$ cat src/irq_aggregator_pkg.sv
// package for the board interrupt status aggregator: register fields and layout
// assumes one 25 MHz clock and a synchronous active-high reset
package irq_aggregator_pkg;

  localparam int unsigned REG_WIDTH = 16;
  localparam int unsigned EDGE_COUNT = 4;
  localparam int unsigned LEVEL_COUNT = 7;
  localparam int unsigned EDGE_BASE = 0;
  localparam int unsigned LEVEL_BASE = 8;
  localparam int unsigned SYNC_STAGES = 2;

  localparam logic [15:0] STATUS_RESET = 16'h0000;
  localparam logic [15:0] MASK_RESET = 16'h0000;
  // positions that hold a source; bits 4..7 and 15 are reserved
  localparam logic [15:0] SOURCE_BITS = 16'h7F0F;
  localparam logic [15:0] EDGE_BITS = 16'h000F;

  // register select codes on the local register port
  localparam logic [1:0] SEL_STATUS = 2'h0;
  localparam logic [1:0] SEL_MASK_SET = 2'h1;
  localparam logic [1:0] SEL_MASK_CLEAR = 2'h2;
  localparam logic [1:0] SEL_MASK = 2'h3;

  // edge-type event inputs, bit order as in the status register
  typedef struct packed {
    logic host_overcurrent_event;
    logic otg_overcurrent_event;
    logic pushbutton_event;
    logic battery_low_event;
  } edge_src_t;

  // level-type inputs, bit order as in the status register
  typedef struct packed {
    logic comm_engine_irq_two;
    logic comm_engine_irq_one;
    logic synthesizer_irq;
    logic ext_serial_b_irq;
    logic ext_serial_a_irq;
    logic usb_fullspeed_irq;
    logic network_ctrl_irq;
  } level_src_t;

  // register access request from the bus-decoding logic
  typedef struct packed {
    logic wr;
    logic [1:0] sel;
    logic [15:0] wdata;
  } reg_req_t;

endpackage

$ cat src/irq_input_sync.sv
// two-stage synchroniser for a group of asynchronous inputs
// assumes inputs are unrelated to clk; the first stage feeds only the second
`timescale 1ns/1ps
module irq_input_sync #(
  parameter int unsigned WIDTH = 11
) (
  input wire logic clk,
  input wire logic sys_rst,
  input wire logic [WIDTH-1:0] async_in,
  output logic [WIDTH-1:0] sync_out
);

  logic [WIDTH-1:0] stage_one;

  always_ff @(posedge clk) begin
    if (sys_rst) begin
      stage_one <= '0;
      sync_out <= '0;
    end else begin
      stage_one <= async_in;
      sync_out <= stage_one;
    end
  end

endmodule

$ cat src/irq_status_aggregator.sv
// board interrupt status aggregator: status, write-one-to-clear edge bits, set/clear mask, combined output
// assumes the bus decoder hands over one-cycle register requests on the clk domain
`timescale 1ns/1ps

// Contract
// - every board interrupt source passes through this block and is merged onto one output.
// - each source has its own mask bit able to block it from the output.
// - an edge-type pending bit is set on any transition of its input, rising or falling.
// - a write with a one at an edge-type bit clears that pending bit.
// - a write with a zero at an edge-type bit leaves it unchanged.
// - a level-type bit reads pending while its input is active, with no latching.
// - writes do not alter level-type bits; they keep following their inputs.
// - the status register can be read at any time.
// - bits 0..3 are battery low, push button, otg overcurrent and host overcurrent, write-one-to-clear.
// - bits 8..14 are network, usb full speed, serial a, serial b, synthesizer, comm engine one and two.
// - bits 4..7 and 15 are reserved and read zero, and the register resets to zero.
// - a masked source still shows pending but does not drive the output; unmasking a pending source asserts it at once.
// - mask one enables, zero masks; set and clear addresses act on the bits written with one.
// - all eleven masked sources are ORed into one output that is high while any enabled source is pending.
module irq_status_aggregator (
  input wire logic clk,
  input wire logic sys_rst,
  input wire irq_aggregator_pkg::edge_src_t edge_src,
  input wire irq_aggregator_pkg::level_src_t level_src,
  input wire irq_aggregator_pkg::reg_req_t reg_req,
  input wire logic reg_valid,
  output logic reg_ready,
  output logic [15:0] reg_rdata,
  output logic combined_irq_out
);

  localparam int unsigned SRC_TOTAL = irq_aggregator_pkg::EDGE_COUNT + irq_aggregator_pkg::LEVEL_COUNT;

  logic [SRC_TOTAL-1:0] raw_src;
  logic [SRC_TOTAL-1:0] sync_src;
  logic [irq_aggregator_pkg::EDGE_COUNT-1:0] edge_now;
  logic [irq_aggregator_pkg::EDGE_COUNT-1:0] edge_prev;
  logic [1:0] prime_count;
  wire edge_primed = prime_count > 2'(irq_aggregator_pkg::SYNC_STAGES);
  logic [irq_aggregator_pkg::EDGE_COUNT-1:0] edge_pending;
  logic [irq_aggregator_pkg::EDGE_COUNT-1:0] next_edge_pending;
  logic [irq_aggregator_pkg::LEVEL_COUNT-1:0] level_now;
  logic [15:0] status_word;
  logic [15:0] mask;
  logic [15:0] next_mask;
  logic [15:0] enabled_pending;
  logic [15:0] read_mux;
  wire write_status = reg_valid && reg_req.wr && (reg_req.sel == irq_aggregator_pkg::SEL_STATUS);
  wire write_set = reg_valid && reg_req.wr && (reg_req.sel == irq_aggregator_pkg::SEL_MASK_SET);
  wire write_clear = reg_valid && reg_req.wr && (reg_req.sel == irq_aggregator_pkg::SEL_MASK_CLEAR);
  wire write_mask = reg_valid && reg_req.wr && (reg_req.sel == irq_aggregator_pkg::SEL_MASK);

  assign raw_src = {level_src, edge_src};

  irq_input_sync #(
    .WIDTH(SRC_TOTAL)
  ) u_sync (
    .clk(clk),
    .sys_rst(sys_rst),
    .async_in(raw_src),
    .sync_out(sync_src)
  );

  assign edge_now = sync_src[irq_aggregator_pkg::EDGE_COUNT-1:0];
  assign level_now = sync_src[SRC_TOTAL-1:irq_aggregator_pkg::EDGE_COUNT];

  // per-bit pending update: set on change wins over a same-cycle clear
  genvar gi;
  generate
    for (gi = 0; gi < irq_aggregator_pkg::EDGE_COUNT; gi++) begin : g_edge
      wire changed = edge_primed && (edge_now[gi] != edge_prev[gi]);
      wire clear_hit = write_status && reg_req.wdata[irq_aggregator_pkg::EDGE_BASE + gi];
      assign next_edge_pending[gi] = changed | (edge_pending[gi] & ~clear_hit);
    end
  endgenerate

  // no false edge after reset
  // compares wait until both the synchroniser and edge_prev hold live input,
  // so an input that idles high through reset cannot fake an edge
  always_ff @(posedge clk) begin
    if (sys_rst) begin
      edge_prev <= '0;
      prime_count <= '0;
      edge_pending <= '0;
    end else begin
      edge_prev <= edge_now;
      if (!edge_primed) begin
        prime_count <= 2'(prime_count + 2'h1);
      end
      edge_pending <= next_edge_pending;
    end
  end

  // status layout; level bits are live, reserved bits zero
  assign status_word = {1'b0, level_now, 4'h0, edge_pending} & irq_aggregator_pkg::SOURCE_BITS;

  // set and clear act only on ones; direct write is a plain load
  assign next_mask = write_mask ? (reg_req.wdata & irq_aggregator_pkg::SOURCE_BITS) :
                     write_set ? (mask | (reg_req.wdata & irq_aggregator_pkg::SOURCE_BITS)) :
                     write_clear ? (mask & ~reg_req.wdata) : mask;

  always_ff @(posedge clk) begin
    if (sys_rst) begin
      mask <= irq_aggregator_pkg::MASK_RESET;
    end else begin
      mask <= next_mask;
    end
  end

  // mask gates output only, status keeps showing
  assign enabled_pending = status_word & mask;
  // combined OR, combinational so unmasking acts at once
  assign combined_irq_out = |enabled_pending;

  assign reg_ready = 1'b1;
  assign read_mux = (reg_req.sel == irq_aggregator_pkg::SEL_STATUS) ? status_word :
                    (reg_req.sel == irq_aggregator_pkg::SEL_MASK) ? mask : 16'h0000;

  always_ff @(posedge clk) begin
    if (sys_rst) begin
      reg_rdata <= irq_aggregator_pkg::STATUS_RESET;
    end else if (reg_valid && !reg_req.wr) begin
      reg_rdata <= read_mux;
    end
  end

endmodule

$ cat config.mk
export PLATFORM = sky130hd
export DESIGN_NAME = irq_status_aggregator
export DESIGN_NICKNAME = d
export VERILOG_FILES = /design/src/irq_aggregator_pkg.sv /design/src/irq_input_sync.sv /design/src/irq_status_aggregator.sv
export SDC_FILE = /design/constraint.sdc
export NUM_CORES = 1
export LEC_CHECK = 0
export BUFFER_PORTS_ARGS = -buffer_cell sky130_fd_sc_hd__buf_4
export CELL_PAD_IN_SITES_DETAIL_PLACEMENT = 1
export CELL_PAD_IN_SITES_GLOBAL_PLACEMENT = 2
export CORE_ASPECT_RATIO = 0.75
export CORE_MARGIN = 4
export CORE_UTILIZATION = 33
export CTS_CLUSTER_DIAMETER = 60
export DETAILED_ROUTE_END_ITERATION = 8
export PLACE_DENSITY = 0.86
export SYNTH_ARGS = -nofsm -noshare
export SYNTH_HDL_FRONTEND = slang
export SYNTH_SLANG_ARGS = --single-unit
$ cat constraint.sdc
create_clock -name clk -period 1.16 [get_ports clk]
set_input_delay 0.058 -clock clk [delete_from_list [all_inputs] [get_ports clk]]
set_output_delay 0.058 -clock clk [all_outputs]
set_load 0.05 [all_outputs]
==> run metrics <==
f_max=0.681 GHz; grt total ovfl=0; synthesized area per cell=10.5 sq um; P_leak=1.60 nW; # rows=26; Max IR drop VDD=591 uV; Worst Path Required=1100 ps; min Tclk post-route=1470 ps; worst clock skew=8.43 ps; placed insts=357; ANT nets after route=0; CTS clk-pin slew, worst paths=70 ps; count leader, synth=dfxtp_1; Post-synth EDFFs=0; distinct cell type count after synthesis=30; Power Dens Cells=1440 mW/mm^2; Period Utilization, post-route=127%; clock insertion delay at the later pin of the skew report=330 ps; final setup margin=-309 ps; antenna violations before repair=0; Die Span Y=80.5 microns; Top FF cell, synth=dfxtp_1; dpl ws=-46.4 ps; Final Routed Wirelength=6.24 mm; cell area after synthesis=0.00231 sq mm; synth top area cells=dfxtp_1 (55%), and3_1 (7.3%), a32o_1 (6.5%), nor2b_1 (6.5%), a211o_1 (4.2%); critical-path maximum fanout=2; Detailed Place HPWL=4.38 mm; TritonCTS clock tree=done; register area share after synthesis=55.4%; Tightest Hold Check Type=input port to register; top cell type's share of synthesized area=55.4%; CTS buffer count=9; clk buf depth=2; detailed-route via count=1,988; synth cell count leaders=dfxtp_1 (64), and3_1 (27), nor2b_1 (24); unrepaired setup endpoints after global routing=yes; starting density of the core=34.0%; PortBufs=49; maxcap violations=0; drt pass-1 iters=4; vias in the first global route=1,986; share of cells above drive strength 1=28.6%; # fillers=745; DRC viols=0; FFs w/ async S/R, synth=0%; nets=340; final setup violating endpoints=1; ANT cells=0; Iter 0 DRT Violations=83; Hold Fails Final Rpt=0; Max Transition Viols Final=0; H-tree depth=3; GPL Wtd Cong=0.776; Die Wd=105 microns; non-filler cells, final=395; synthesized flop and latch total=64; Syn Inst Count=220; Synth area leader=dfxtp_1; io pins=51; post-DR vias/cell=5.03; CP Launch Type=register; synthesized net count=254; CP endpoint kind=primary output; Arr. time, crit path=1410 ps; status=finished with violations; Post-CTS Setup Inserts=0; yosys warns=0; Global Route Usage Sum=15.5%; core area=0.00680 sq mm; wire length of the first global-routing pass=10.2 mm; root buffer cell=clkbuf_8; wire per inst=15.8 microns; failing checks=setup timing; largest net degree at the start of global routing=25; critical setup path kind=register to primary output; TritonCTS sink count=64; die area=0.00843 sq mm; Area Growth Syn to Fin=44.1%
-- repair_timing --
action                     4_1_cts  5_1_grt
hold buffers                    22        0
resized for setup                3        0
hold endpoints to repair        22        0
setup endpoints to repair        1        1
-- routing by layer --
metal | wire [microns] | up-vias | GRT usage, % | share of wire (%)
met5 | 0 | - | 0 | 0
met4 | 56 | 0 | 5.11 | 0.90
met3 | 301 | 6 | 4.90 | 4.8
met2 | 2860 | 45 | 25.0 | 46
met1 | 3020 | 966 | 19.9 | 48
li1 | - | 971 | - | -
-- worst max-delay path: stages (launching register included) --
cell and delay [ps]:
dfxtp_1 330, a222oi_1 430, nand3_2 140, buf_6 180
-- cells by family (layout without fill, tap and decap cells) --
logic type | after synthesis | in the layout | share of synthesized area, %
compound gates | 52 | 52 | 17.1
flops | 64 | 64 | 55.4
other cells | 1 | 1 | 0.162
xor+xnor | 5 | 5 | 1.89
buf+inv | 17 | 108 | 3.68
mux | 1 | 1 | 0.433
fa+ha+maj | 1 | 1 | 0.541
simple gates | 79 | 79 | 20.8
-- placed cells by master, fill, tap and decap left out, types with 4 or more instances in the layout --
| master | netlist | final |
|---|---|---|
| nand3_1 | 6 | 5 |
| clkbuf_8 | 0 | 9 |
| nand2_1 | 9 | 9 |
| dfxtp_1 | 64 | 64 |
| buf_4 | 2 | 66 |
| o21ai_0 | 16 | 16 |
| dlygate4sd3_1 | 0 | 22 |
| a32o_1 | 15 | 15 |
| a211o_1 | 11 | 11 |
| and2b_1 | 4 | 4 |
| and3_1 | 27 | 27 |
| xor2_1 | 5 | 5 |
| nor2b_1 | 24 | 24 |
| a21oi_1 | 5 | 5 |
-- report_power, final --
group,leakage (nW),switching (mW),internal (mW),total [mW]
Sequential,0.522,0.0421,2.27,2.32
Combinational,0.970,0.207,0.244,0.451
Clock,0.110,0.819,1.20,2.02
Total,1.60,1.07,3.72,4.79
-- stage by stage --
step	TNS, ps	utilization [%]	area (sq um)	hold slack (ps)	power (mW)
after global routing	-384	49.0	3330	52.7	4.99
after floorplan	0	-	2320	184	2.54
final	-309	49.0	3330	64.7	4.79
after CTS	-322	49.0	3330	55.3	4.85
after detailed placement	-46.4	42.4	2890	279	2.75
after global placement	-49.7	42.4	2890	267	2.73
-- layout make-up --
class                           count  area, sq um  share of cell area, %
Sequential cell                    64         1280                   38.4
Multi-Input combinational cell    139          965                   28.9
Timing Repair Buffer               91          767                   23.0
Clock buffer                       10          128                   3.83
Tap cell                           84          105                   3.15
Clock inverter                      6         83.8                   2.52
Inverter                            1         3.75                  0.113
-- worst paths after layout --
| path | cells after the start | slack (ps) | end | start |
|---|---|---|---|---|
| max | 3 | -310 | combined_irq_out | u_sync.sync_out[8] |
| min | 3 | 60 | register | reg_req[7] |
| min reg2reg | 1 | 440 | u_sync.sync_out[10] | u_sync.stage_one[10] |
| max reg2reg | 3 | 100 | edge_pending[3] | prime_count[0] |
Power figures use the tool's default switching activity.
